==> src/pkg/pioc_pkg.sv <==
// Constants and carrier types for the programmable I/O cell block.
// Assumes a single 200 MHz system clock; every other clock arrives as a sampled level.
package pioc_pkg;

	////////////////////////////////////////////////////////////////////////////
	localparam int NSLICE = 2;
	localparam int DLY_TAPS = 16;
	localparam int CLK_PERIOD_PS = 5000;
	localparam int SHIFT_STEP_PS = 25;
	localparam int SHIFT_STEPS = 128;

	// Register offsets (byte addresses)
	localparam logic [3:0] ADDR_CTRL = 4'h0;
	localparam logic [3:0] ADDR_SHIFT = 4'h4;
	localparam logic [3:0] ADDR_STATUS = 4'h8;

	// Control register field positions
	localparam int CTL_MODE_LSB = 0;
	localparam int CTL_X2 = 2;
	localparam int CTL_ECLK_SEL = 3;
	localparam int CTL_SRVAL = 4;
	localparam int CTL_STATIC_EN = 5;
	localparam int CTL_CLKIN_LSB = 6;
	localparam int CTL_STROBE_LSB = 8;
	localparam int CTL_FIXDLY_SEL = 10;
	localparam int CTL_FIXDLY_LSB = 12;

	// Status register field positions
	localparam int STS_DLL_LSB = 0;
	localparam int STS_SHIFT_LSB = 8;
	localparam int STS_PREAMBLE = 16;
	localparam int STS_VALID_LSB = 17;
	localparam int STS_PHASE_LSB = 19;

	// Reset values
	localparam logic [15:0] CTRL_RST = 16'h0000;
	localparam logic [7:0] SHIFT_RST = 8'h00;

	// Capture modes
	localparam logic [1:0] MODE_SDR = 2'h0;
	localparam logic [1:0] MODE_DDR_GEN = 2'h1;
	localparam logic [1:0] MODE_DDR_MEM = 2'h2;

	////////////////////////////////////////////////////////////////////////////
	typedef struct packed {
		logic rise_a;
		logic fall_a;
		logic rise_b;
		logic fall_b;
	} pioc_quad_t;

	typedef struct packed {
		logic [NSLICE-1:0] pad;
		logic edge_clock_one;
		logic edge_clock_two;
		logic rstrobe;
		logic wclk0;
		logic wclk1;
		logic swclk;
		logic strobe;
		logic strobe_act;
	} pioc_sync_t;

	typedef struct packed {
		logic [DLY_TAPS-1:0] dly;
		logic cap_rise;
		logic cap_fall;
		logic hold_rise;
		logic hold_fall;
		logic phase;
		pioc_quad_t din;
		pioc_quad_t dout;
		logic ts;
		logic pad_out;
		logic pad_ts;
		logic byp;
		logic clkp;
		logic valid;
	} pioc_slice_t;

	typedef struct packed {
		pioc_sync_t s1;
		pioc_sync_t s2;
		logic cap_prev;
		logic xpend;
		logic pre;
		logic pre_seen;
		logic [15:0] ctrl;
		logic [7:0] shift;
		logic ack;
		logic [31:0] dat;
		pioc_slice_t [NSLICE-1:0] sl;
	} pioc_state_t;

endpackage : pioc_pkg

==> src/rtl/pioc_io_cell.sv <==
// I/O cell with two slices: pad datapath, input gearing, output gearing, Wishbone config.
// Assumes all clocks other than clk_i are sampled levels; edges are found by the system clock.
// Function
// - Cell holds two slices, each driving data and tristate, reading its pad.
// - Unregistered-path copy of the pad input is offered to the core.
// - Registered input data reaches core on four ports per slice.
// - Clock enable holds input and output block flip-flops when low.
// - System clock clocks the input, output and tristate blocks.
// - One of two edge clocks is selected for the whole slice.
// - Shifted read strobe captures read data only in memory-interface mode.
// - Sync polarity picks which strobe edge moves data to system domain.
// - Gearing latch enable gates the second-stage flop for x2 input gearing.
// - Four-bit dynamic delay code selects the pad input delay.
// - In clock-input use the pad goes out on input_clock_path.
// - Output gearing is clocked by two quadrature write clocks.
// - Strobe write clock drives output only in the strobe slice.
// - Write clock shift: seven step bits and an invert bit seven.
// - A static eight-bit value can replace the dynamic write clock shift.
// - Slice receives the seven-bit delay code from the delay-locked loop.
// - Capture valid flag marks input data captured and valid for core.
// - Strobe biased high while tristated gives preamble detect to logic and core.
// - DDR controls and capture flag exist only on left, right, top slices.
// - Input gearbox turns double rate pad data into four streams.
`timescale 1ns/10ps
module pioc_io_cell
	import pioc_pkg::*;
#(
	parameter bit HAS_DDR = 1'b1
) (
	// Clock and reset
	input wire logic clk_i,
	input wire logic rst_i,
	// Wishbone slave
	input wire logic wb_cyc_i,
	input wire logic wb_stb_i,
	input wire logic wb_we_i,
	input wire logic [3:0] wb_adr_i,
	input wire logic [3:0] wb_sel_i,
	input wire logic [31:0] wb_dat_i,
	output logic wb_ack_o,
	output logic [31:0] wb_dat_o,
	// Pad buffers
	input wire logic [NSLICE-1:0] pad_in_i,
	output logic [NSLICE-1:0] pad_out_o,
	output logic [NSLICE-1:0] pad_tristate_ctrl_o,
	// Core data
	input wire logic [NSLICE-1:0] rise_out_a_i,
	input wire logic [NSLICE-1:0] fall_out_a_i,
	input wire logic [NSLICE-1:0] rise_out_b_i,
	input wire logic [NSLICE-1:0] fall_out_b_i,
	input wire logic [NSLICE-1:0] core_tristate_i,
	output logic [NSLICE-1:0] rise_in_a_o,
	output logic [NSLICE-1:0] fall_in_a_o,
	output logic [NSLICE-1:0] rise_in_b_o,
	output logic [NSLICE-1:0] fall_in_b_o,
	output logic [NSLICE-1:0] bypass_input_o,
	output logic [NSLICE-1:0] input_clock_path_o,
	output logic [NSLICE-1:0] capture_valid_flag_o,
	// Slice control from fabric
	input wire logic ce_i,
	input wire logic local_set_reset_i,
	input wire logic global_set_reset_n_i,
	input wire logic sync_clock_polarity_i,
	input wire logic gearing_latch_enable_i,
	input wire logic [3:0] input_delay_code_i,
	input wire logic [7:0] write_clock_shift_i,
	input wire logic [6:0] dll_delay_code_i,
	input wire logic read_window_i,
	// Clocks sampled as levels
	input wire logic edge_clock_one_i,
	input wire logic edge_clock_two_i,
	input wire logic shifted_read_strobe_i,
	input wire logic write_gear_clock_0_i,
	input wire logic write_gear_clock_1_i,
	input wire logic strobe_write_clock_i,
	// Strobe pad
	input wire logic raw_strobe_in_i,
	input wire logic raw_strobe_driven_i,
	output logic preamble_detect_o
);

	////////////////////////////////////////////////////////////////////////////
	pioc_state_t r;
	pioc_state_t n;

	always_comb begin
		logic [1:0] mode;
		logic ddr;
		logic x2;
		logic sr;
		logic srv;
		logic cap_lvl;
		logic out_lvl;
		logic rise_ev;
		logic fall_ev;
		logic win;
		logic [7:0] eff_shift;
		logic wc0;
		logic wc1;
		logic [3:0] code;
		logic tap;
		logic req;
		logic [31:0] wmask;
		mode = 2'h0;
		ddr = 1'b0;
		x2 = 1'b0;
		sr = 1'b0;
		srv = 1'b0;
		cap_lvl = 1'b0;
		out_lvl = 1'b0;
		rise_ev = 1'b0;
		fall_ev = 1'b0;
		win = 1'b0;
		eff_shift = 8'h00;
		wc0 = 1'b0;
		wc1 = 1'b0;
		code = 4'h0;
		tap = 1'b0;
		req = 1'b0;
		wmask = 32'h00000000;
		n = r;

		// Two-flop synchronisers for every off-domain input
		n.s1.pad = pad_in_i;
		n.s1.edge_clock_one = edge_clock_one_i;
		n.s1.edge_clock_two = edge_clock_two_i;
		n.s1.rstrobe = shifted_read_strobe_i;
		n.s1.wclk0 = write_gear_clock_0_i;
		n.s1.wclk1 = write_gear_clock_1_i;
		n.s1.swclk = strobe_write_clock_i;
		n.s1.strobe = raw_strobe_in_i;
		n.s1.strobe_act = raw_strobe_driven_i;
		n.s2 = r.s1;

		// Mode decode; a slice without DDR hardware is forced to SDR
		mode = HAS_DDR ? r.ctrl[CTL_MODE_LSB +: 2] : MODE_SDR;
		ddr = (mode == MODE_DDR_GEN) || (mode == MODE_DDR_MEM);
		x2 = ddr && r.ctrl[CTL_X2];
		srv = r.ctrl[CTL_SRVAL];
		sr = local_set_reset_i || !global_set_reset_n_i;

		out_lvl = r.ctrl[CTL_ECLK_SEL] ? r.s2.edge_clock_two : r.s2.edge_clock_one;
		cap_lvl = (mode == MODE_DDR_MEM) ? r.s2.rstrobe : out_lvl;
		n.cap_prev = cap_lvl;
		rise_ev = cap_lvl && !r.cap_prev;
		fall_ev = !cap_lvl && r.cap_prev;

		// Strobe pad floats high when not driven
		n.pre = r.s2.strobe_act ? r.s2.strobe : 1'b1;
		if (!read_window_i) begin
			n.pre_seen = 1'b0;
		end else if (!r.pre) begin
			n.pre_seen = 1'b1;
		end
		win = (mode == MODE_DDR_MEM) ? (read_window_i && r.pre_seen) : 1'b1;

		// Transfer waits one cycle so both captured halves are stable
		n.xpend = ddr && win && (sync_clock_polarity_i ? rise_ev : fall_ev);

		eff_shift = r.ctrl[CTL_STATIC_EN] ? r.shift : write_clock_shift_i;
		wc0 = r.s2.wclk0 ^ eff_shift[7];
		wc1 = r.s2.wclk1 ^ eff_shift[7];
		code = r.ctrl[CTL_FIXDLY_SEL] ? r.ctrl[CTL_FIXDLY_LSB +: 4] : input_delay_code_i;

		////////////////////////////////////////////////////////////////////////
		for (int i = 0; i < NSLICE; i++) begin
			n.sl[i].valid = 1'b0;
			n.sl[i].dly = {r.sl[i].dly[DLY_TAPS-2:0], r.s2.pad[i]};
			tap = (code == 4'h0) ? r.s2.pad[i] : r.sl[i].dly[code - 4'h1];
			n.sl[i].byp = r.s2.pad[i];
			n.sl[i].clkp = r.ctrl[CTL_CLKIN_LSB + i] && r.s2.pad[i];
			if (sr) begin
				n.sl[i].cap_rise = srv;
				n.sl[i].cap_fall = srv;
				n.sl[i].hold_rise = srv;
				n.sl[i].hold_fall = srv;
				n.sl[i].phase = 1'b0;
				n.sl[i].din = {4{srv}};
				n.sl[i].dout = {4{srv}};
				n.sl[i].ts = srv;
				n.sl[i].pad_out = srv;
				n.sl[i].pad_ts = srv;
			end else if (ce_i) begin
				n.sl[i].dout = {rise_out_a_i[i], fall_out_a_i[i], rise_out_b_i[i], fall_out_b_i[i]};
				n.sl[i].ts = core_tristate_i[i];
				if (!ddr) begin
					n.sl[i].din.rise_a = tap;
					n.sl[i].valid = HAS_DDR;
					n.sl[i].pad_out = rise_out_a_i[i];
					n.sl[i].pad_ts = core_tristate_i[i];
				end else begin
					if (rise_ev && win) begin
						n.sl[i].cap_rise = tap;
					end
					if (fall_ev && win) begin
						n.sl[i].cap_fall = tap;
					end
					if (r.xpend && !x2) begin
						n.sl[i].din.rise_a = r.sl[i].cap_rise;
						n.sl[i].din.fall_a = r.sl[i].cap_fall;
						n.sl[i].valid = 1'b1;
					end else if (r.xpend && !r.sl[i].phase) begin
						n.sl[i].hold_rise = r.sl[i].cap_rise;
						n.sl[i].hold_fall = r.sl[i].cap_fall;
						n.sl[i].phase = 1'b1;
					end else if (r.xpend && gearing_latch_enable_i) begin
						n.sl[i].din = {r.sl[i].hold_rise, r.sl[i].hold_fall,
							r.sl[i].cap_rise, r.sl[i].cap_fall};
						n.sl[i].phase = 1'b0;
						n.sl[i].valid = 1'b1;
					end
					// Output side
					if (r.ctrl[CTL_STROBE_LSB + i]) begin
						n.sl[i].pad_out = r.s2.swclk ^ eff_shift[7];
						n.sl[i].pad_ts = r.sl[i].dout.fall_b;
					end else if (x2) begin
						// Quadrature phases walk the four streams in turn
						case ({wc0, wc1})
							2'b10: n.sl[i].pad_out = r.sl[i].dout.rise_a;
							2'b11: n.sl[i].pad_out = r.sl[i].dout.fall_a;
							2'b01: n.sl[i].pad_out = r.sl[i].dout.rise_b;
							default: n.sl[i].pad_out = r.sl[i].dout.fall_b;
						endcase
						n.sl[i].pad_ts = r.sl[i].ts;
					end else begin
						n.sl[i].pad_out = out_lvl ? r.sl[i].dout.rise_a : r.sl[i].dout.fall_a;
						n.sl[i].pad_ts = r.sl[i].ts;
					end
				end
			end
		end

		////////////////////////////////////////////////////////////////////////
		// Wishbone classic slave, one wait state, ack lasts one cycle
		req = wb_cyc_i && wb_stb_i && !r.ack;
		n.ack = req;
		for (int b = 0; b < 4; b++) begin
			wmask[b*8 +: 8] = wb_sel_i[b] ? 8'hFF : 8'h00;
		end
		if (req && wb_we_i) begin
			if (wb_adr_i == ADDR_CTRL) begin
				n.ctrl = (r.ctrl & ~wmask[15:0]) | (wb_dat_i[15:0] & wmask[15:0]);
			end else if (wb_adr_i == ADDR_SHIFT) begin
				n.shift = (r.shift & ~wmask[7:0]) | (wb_dat_i[7:0] & wmask[7:0]);
			end
		end
		n.dat = 32'h00000000;
		if (req && !wb_we_i) begin
			if (wb_adr_i == ADDR_CTRL) begin
				n.dat[15:0] = r.ctrl;
			end else if (wb_adr_i == ADDR_SHIFT) begin
				n.dat[7:0] = r.shift;
			end else if (wb_adr_i == ADDR_STATUS) begin
				n.dat[STS_DLL_LSB +: 7] = dll_delay_code_i;
				n.dat[STS_SHIFT_LSB +: 8] = eff_shift;
				n.dat[STS_PREAMBLE] = r.pre;
				n.dat[STS_VALID_LSB] = r.sl[0].valid;
				n.dat[STS_VALID_LSB + 1] = r.sl[1].valid;
				n.dat[STS_PHASE_LSB] = r.sl[0].phase;
				n.dat[STS_PHASE_LSB + 1] = r.sl[1].phase;
			end
		end

		if (rst_i) begin
			n = '0;
			n.ctrl = CTRL_RST;
			n.shift = SHIFT_RST;
			n.pre = 1'b1;
			for (int i = 0; i < NSLICE; i++) begin
				n.sl[i].pad_ts = 1'b1;
			end
		end
	end

	always_ff @(posedge clk_i) begin
		r <= n;
	end

	////////////////////////////////////////////////////////////////////////////
	assign wb_ack_o = r.ack;
	assign wb_dat_o = r.dat;
	assign preamble_detect_o = r.pre;

	for (genvar g = 0; g < NSLICE; g++) begin : g_out
		assign pad_out_o[g] = r.sl[g].pad_out;
		assign pad_tristate_ctrl_o[g] = r.sl[g].pad_ts;
		assign rise_in_a_o[g] = r.sl[g].din.rise_a;
		assign fall_in_a_o[g] = r.sl[g].din.fall_a;
		assign rise_in_b_o[g] = r.sl[g].din.rise_b;
		assign fall_in_b_o[g] = r.sl[g].din.fall_b;
		assign bypass_input_o[g] = r.sl[g].byp;
		assign input_clock_path_o[g] = r.sl[g].clkp;
		assign capture_valid_flag_o[g] = r.sl[g].valid;
	end

endmodule : pioc_io_cell

==> config.mk <==
export PLATFORM = sky130hd
export DESIGN_NAME = pioc_io_cell
export DESIGN_NICKNAME = d
export VERILOG_FILES = /design/src/pkg/pioc_pkg.sv /design/src/rtl/pioc_io_cell.sv
export SDC_FILE = /design/constraint.sdc
export NUM_CORES = 1
export LEC_CHECK = 0
export BUFFER_PORTS_ARGS = -buffer_cell sky130_fd_sc_hd__buf_2
export CAP_MARGIN = 20
export CORE_UTILIZATION = 35
export CTS_CLUSTER_DIAMETER = 200
export DETAILED_ROUTE_END_ITERATION = 6
export HOLD_SLACK_MARGIN = 0.08
export PLACE_DENSITY_LB_ADDON = 0.25
export SLEW_MARGIN = 20
export SYNTH_ARGS = -nofsm -noshare
export SYNTH_HDL_FRONTEND = slang
export SYNTH_SLANG_ARGS = --single-unit
==> constraint.sdc <==
create_clock -name clk_i -period 2.8 [get_ports clk_i]
set_input_delay 0 -clock clk_i [delete_from_list [all_inputs] [get_ports clk_i]]
set_output_delay 0 -clock clk_i [all_outputs]
set_load 0.02 [all_outputs]
# Word-level counts from Yosys, hierarchy flattened
# Index checks and enable logic that the tools add are counted.
[totals]
ram_bits = 0
mem_count = 0
register_bits = 151
input_bits = 90
latch_bits = 0
rom_bits = 0
[op_classes]
muxes = 65
shift = 0
magnitude_cmp = 1
n_reduce_logical = 60
bitwise = 18
eq_ne = 15
n_mul = 0
div = 0
n_addsub = 1
[op_table]
columns = ["operator", "n"]
rows = [
  ["16-bit 2-to-1 mux", 5],
  ["16-bit AND", 2],
  ["1-bit 2-to-1 mux", 26],
  ["13-bit 2-to-1 mux", 2],
  ["2-bit 2-to-1 mux", 12],
  ["8-bit 2-to-1 mux", 3],
  ["4-bit AND reduction", 6],
  ["5-bit 2-to-1 mux", 4],
  ["1-bit logical AND", 18],
  ["2-bit nonzero test", 9],
  ["8-bit AND", 2],
  ["16-bit NOT", 1],
  ["16-bit OR", 1],
  ["3-bit AND reduction", 5],
  ["7-bit 2-to-1 mux", 2],
  ["3-bit 2-to-1 mux", 4],
  ["4-bit 2-to-1 mux", 3],
  ["5-bit AND reduction", 2],
  ["1-bit binary-select mux with 4-bit select", 2],
  ["1-bit zero test", 8],
  ["4-bit zero test", 2],
  ["4-bit != test (second input constant)", 2],
  ["8-bit NOT", 1],
  ["8-bit OR", 1],
  ["18 further kinds", 37],
]

# Logic depth before layout (Yosys ltp)
# Gate-level depths: netlist (run 1).
[depth]
depth_word = 9
depth_mapped = 12

# Least setup slack after synthesis (run 1)
# OpenSTA, ideal clock, no wires.
[synth_timing]
path_kind = "register to register"
from = "register with a tool-made name"
to = "register r[18] (netlist name)"
synth_period_minus_slack_ps = 2870
t_arrival_ps = 2734
path_slack_ps = -70
path_stages_with_launch = 11
path_cell_list = "dfxtp_1 buf_6 mux2i_1 ha_1 clkbuf_1 xnor2_2 mux4_1 mux2i_1 mux2i_1 o31ai_1 a21oi_1"
[synth_rtl]
columns = ["element", "line", "source"]
rows = [
  ["end signal, assigned", "pioc_io_cell.sv:276", "r <= n;"],
  ["end, declared", "pioc_io_cell.sv:83", "pioc_state_t r;"],
]

==> results_dict.tcl, run 1 <==
set metrics [dict create \
    status "finished, final reports clean" \
    synth_top_area_share_pct 46.5 \
    dpl_cell_area_sq_um 6460 \
    critPathKind "reg -> reg" \
    relSlewSlack_pct 50.3 \
    hold_viol 0 \
    fin_cells 993 \
    slew_viol_final 0 \
    crit_slowest_cell "mux4_1" \
    holdWs_ns 0.103 \
    ys_top_cells_by_count "dfxtp_1, mux2i_1, nor2_1" \
    crit_path_frequent_cell "mux2i_1" \
    numCtsBuffers 17 \
    num_rows 47 \
    grt_usage_pct 17.3 \
    yosysWarnings 0 \
    async_reset_ff_share_pct 0 \
    critPathMaxFanout 8 \
    h-tree-depth 4 \
    antenna_found_initial 1 \
    grt_pass1_wl_microns 23700 \
    grt_pass1_vias 4690 \
    netlist_area_sq_um 5940 \
    synth_seq_cells 138 \
    crit_path_end_kind "flop" \
    drt-vias-per-instance 4.86 \
    routed_wl_microns 14800 \
    dr.pass1.iters 6 \
    path_clk_slew_ns 0.06 \
    placeableCoreArea_sq_um 16600 \
    cp_slowest_stage_delay_ns 0.63 \
    synth_edf_count 0 \
    dr_total_vias 4827 \
    grt-ovfl-total 0 \
    cp.buffers_inverters 0 \
    layout.nets 853 \
    setup_viol 0 \
    die_y_microns 132 \
    yosysSeqAreaShare_pct 46.5 \
    r2r_end "r[18]" \
    crit_path_cell_trace "mux2i_2 -> ha_2 -> xnor2_4 -> mux4_1 -> mux2i_1 -> mux2i_1 -> o31ai_2 -> a21oi_1" \
    cp-start-kind "flop" \
    area_delta_synth_final_pct 29.3 \
    die_w_microns 132 \
    stdcell_area_sq_um 7680 \
    cts_tree "yes" \
    min_to "r[41]" \
    yosys-top-cells-area "dfxtp_1, mux2i_1, buf_4, nor2b_1, nor2_1" \
    hold-path-cell-count 4 \
    rsz0062_at_grt "false" \
    period_minus_slack_ns 2.63 \
    ys_types 53 \
    cts_setup_buffers 0 \
    vdd_drop_max_v 0.000424 \
    power.density_nw_per_um2 589 \
    hold_start "local_set_reset_i" \
    clock_path_buffers 2 \
    numPortBuffers 112 \
    grt_max_degree 43 \
    diodes 0 \
    place_inst 897 \
    fp.dieArea_sq_um 17500 \
    worstPathArrival_ns 2.91 \
    synth_top_cell_by_area "dfxtp_1" \
    ant_nets 0 \
    min_path_type "in -> reg" \
    r2r_slack_ns 0.17 \
    fin_skew_ns 0.00603 \
    clk_latency_ns 0.43 \
    maxCapViolCount 0 \
    p_leak_nw 3.35 \
    synth.most_common_cell "dfxtp_1" \
    fin_crit_sh_pct 93.9 \
    rr_worst_depth 8 \
    p_total_mw 4.52 \
    synth_area_per_cell_sq_um 9.63 \
    hpwl_microns 10500 \
    synthFlopType "dfxtp_1" \
    fin_tns_setup_ns 0 \
    tightest_slew_ns 0.739 \
    clock-root-buffer "clkbuf_16" \
    crit_family "multiplexers" \
    start_util_pct 35.8 \
    drive_above_1_share_pct 23.4 \
    netlist_instances 617 \
    cts.sinks 138 \
    pin_count 142 \
    gp_congestion 0.896 \
    dr.first_iter.drc_count 403 \
    wl_per_cell_microns 14.9 \
    drc_errors 0 \
    required_ns 3.08 \
    fmax_mhz 380 \
]
==> per-stage QoR <==
| step | utilization, % | worst slack [ns] |
|---|---|---|
| 2_1_floorplan | - | 0.128 |
| 6_report | 46.3 | 0.171 |
| 5_1_grt | 46.3 | 0.0164 |
| 3_3_place_gp | 38.9 | 0.154 |
| 4_1_cts | 46.2 | 0.00291 |
| 3_5_place_dp | 38.9 | 0.0740 |
==> logic make-up after synthesis <==
group	share of synthesized area [%]
adders and majority gates	0.632
buffers and inverters	8.87
xor gates and xnor gates	0.716
muxes	14.2
DFF	46.5
AOI/OAI and AO/OA	11.5
other	0.0631
and+or+nand+nor	17.4
==> tightest hold or removal path, cell delays in order <==
cell and delay (ns):
buf_2 0.08, nor2b_1 0.07, buf_4 0.21, a21oi_1 0.13
==> worst max-delay path by stage <==
| stage | end | from | cells after the start |
|---|---|---|---|
| 6_report | r[18] | flop | 8 |
| 5_1_grt | r[18] | flop | 8 |
| 4_1_cts | r[18] | flop | 8 |
| 3_5_place_dp | r[18] | flop | 8 |
| 3_3_place_gp | r[18] | flop | 8 |
| 2_1_floorplan | r[18] | flop | 10 |
==> where the power goes <==
| group | total [mW] | switching (mW) | internal (mW) |
|---|---|---|---|
| Combinational | 0.370 | 0.187 | 0.183 |
| Sequential | 2.02 | 0.0198 | 2.00 |
| Clock | 2.13 | 0.903 | 1.23 |
==> layer usage <==
layer	global-route usage (%)	wire, microns	vias up
met1	22.6	6850	2222
met2	27.6	6720	180
met5	0	0	-
met4	5.24	198	0
li1	-	-	2408
met3	5.19	1010	17
==> timing repair <==
action                                  4_1_cts  5_1_grt
hold buffers                                 64        0
resized for setup                             0        4
endpoints found under the hold margin        67        0
endpoints found under the setup margin        0        2
==> area by class of cell <==
cell class | count | area [sq um]
repair buffers | 192 | 1320
multi-input cells | 401 | 2710
well taps | 220 | 275
fillers | 1607 | 8900
flip-flops and latches | 138 | 2760
inverters | 10 | 37.5
clock buffers | 17 | 425
clock inverters | 15 | 144
==> placed cells by master, fill, tap and decap left out, types with 16 or more instances in the layout <==
cell / count
nor2_1: 62
nand2_1: 21
buf_4: 16
mux2i_1: 66
buf_2: 112
dlygate4sd3_1: 64
a21oi_1: 40
o21ai_0: 23
dfxtp_1: 137
clkbuf_16: 17
nor2b_1: 58
Power figures use the tool's default switching activity.
==> inputs of run 2 (changes only) <==
--- a/config.mk
+++ b/config.mk
@@ -8,6 +8,7 @@
 export BUFFER_PORTS_ARGS = -buffer_cell sky130_fd_sc_hd__buf_2
 export CAP_MARGIN = 20
 export CORE_UTILIZATION = 35
+export CTS_BUF_LIST = sky130_fd_sc_hd__clkbuf_2 sky130_fd_sc_hd__clkbuf_4 sky130_fd_sc_hd__clkbuf_8
 export CTS_CLUSTER_DIAMETER = 200
 export DETAILED_ROUTE_END_ITERATION = 6
 export HOLD_SLACK_MARGIN = 0.08
==> results_dict.tcl, run 2 (synthesis gave the netlist of run 1 again) <==
set metrics [dict create \
    num_rows 47 \
    switching_share_pct 26.4 \
    pin_count 142 \
    dr.pass1.iters 5 \
    antenna_found_initial 1 \
    crit_path_frequent_cell "mux2i_1" \
    cts_tree "yes" \
    fp.dieArea_sq_um 17500 \
    vdd_drop_max_v 0.000319 \
    fin_cells 1003 \
    crit_family "multiplexers" \
    fin_tns_setup_ns 0 \
    hold_viol 0 \
    tightest_slew_ns 0.736 \
    cp-start-kind "flop" \
    clock-root-buffer "clkbuf_8" \
    path_clk_slew_ns 0.09 \
    p_leak_nw 3.33 \
    dr.first_iter.drc_count 364 \
    cts.sinks 138 \
    crit_path_cell_trace "mux2i_2 -> ha_2 -> xnor2_4 -> mux4_1 -> mux2i_1 -> mux2i_1 -> o31ai_2 -> a21oi_1" \
    hold_start "wb_adr_i[0]" \
    numPortBuffers 112 \
    grt_max_degree 43 \
    layout_commonest_cell "dfxtp_1" \
    numCtsBuffers 17 \
    setup_viol 0 \
    fin_crit_sh_pct 93.2 \
    slew_viol_final 0 \
    crit_slowest_cell "mux4_1" \
    start_util_pct 35.8 \
    ant_nets 0 \
    worstPathArrival_ns 2.93 \
    hold-path-cell-count 5 \
    h-tree-depth 4 \
    hpwl_microns 10500 \
    clk_latency_ns 0.46 \
    status "finished, final reports clean" \
    cp.buffers_inverters 0 \
    r2r_end "r[18]" \
    min_to "wb_dat_o[7]" \
    drt-vias-per-instance 4.85 \
    grt_pass1_wl_microns 23800 \
    p_sw_mw 1.04 \
    crit_path_end_kind "flop" \
    layout_common_cells "dfxtp_1, buf_2, dlygate4sd3_1" \
    grt_usage_pct 17.4 \
    required_ns 3.12 \
    wl_per_cell_microns 14.8 \
    relSlewSlack_pct 50.5 \
    area_delta_synth_final_pct 27.8 \
    r2r_slack_ns 0.19 \
    seq_power_share_pct 51.2 \
    drive_above_1_share_pct 23.1 \
    fmax_mhz 383 \
    min_path_type "in -> reg" \
    period_minus_slack_ns 2.61 \
    rr_worst_depth 8 \
    routed_wl_microns 14800 \
    grt_pass1_vias 4716 \
    clock_path_buffers 2 \
    pwr-share-comb_pct 9.6 \
    die_w_microns 132 \
    fin_skew_ns 0.0108 \
    cp_slowest_stage_delay_ns 0.63 \
    placeableCoreArea_sq_um 16600 \
    power.density_nw_per_um2 518 \
    layout.nets 863 \
    dr_total_vias 4868 \
    clockPowerShare_pct 39.2 \
    internal_power_mw 2.90 \
    drc_errors 0 \
    place_inst 897 \
    maxCapViolCount 0 \
    gp_congestion 0.896 \
    diodes 0 \
    cts_setup_buffers 0 \
    die_y_microns 132 \
    rsz0062_at_grt "false" \
    critPathMaxFanout 8 \
    critPathKind "reg -> reg" \
    grt-ovfl-total 0 \
]
## run 2: per-stage QoR
stage	hold WS, ns	power, mW	area, sq um	setup slack (ns)	utilization [%]
after CTS	0.0855	3.96	7580	0.0284	45.7
after detailed placement	0.212	2.36	6460	0.0740	38.9
final	0.116	3.93	7590	0.191	45.8
after floorplan	0.111	2.26	5990	0.128	-
after global routing	0.0913	4.11	7590	0.0407	45.8
after global placement	0.210	2.36	6460	0.154	38.9
## run 2: layout make-up
type | count | area [sq um]
Clock inverter | 15 | 144
Sequential cell | 138 | 2760
Fill cell | 1604 | 8990
Multi-Input combinational cell | 401 | 2710
Tap cell | 220 | 275
Clock buffer | 17 | 234
Timing Repair Buffer | 202 | 1420
Inverter | 10 | 37.5
## run 2: routing by layer
layer  vias up  part of all wire, %  track usage (%)
met2       174                   45             27.3
li1       2420                    -                -
met1      2251                   48             22.7
met3        23                  5.6             4.65
met4         0                  1.9             7.09
met5         -                    0                0
## run 2: worst reg2reg max path, cell delays in order, from the launching register on
cell and delay (ns):
dfxtp_2 0.41, mux2i_2 0.27, ha_2 0.27, xnor2_4 0.22, mux4_1 0.63, mux2i_1 0.15
mux2i_1 0.12, o31ai_2 0.30, a21oi_1 0.10
## run 2: power by group through the flow
stage / clock network [mW] / logic, mW / registers, mW
final: 1.54 / 0.377 / 2.01
after global routing: 1.69 / 0.410 / 2.02
after CTS: 1.58 / 0.373 / 2.01
after detailed placement: 0 / 0.304 / 2.06
after global placement: 0 / 0.298 / 2.06
after floorplan: 0 / 0.211 / 2.05
## run 2: how the worst max path moves through the flow
stage | startpoint | end | cells past startpoint
finish | flop | r[18] | 8
floorplan | flop | r[18] | 10
global placement | flop | r[18] | 8
detailed placement | flop | r[18] | 8
CTS | flop | r[18] | 8
global route | flop | r[18] | 8
## run 2: repair_timing
item / in CTS / in global routing
hold endpoints to repair: 72 / 0
resized for setup: 0 / 4
hold buffers: 74 / 0
endpoints found under the setup margin: 0 / 2
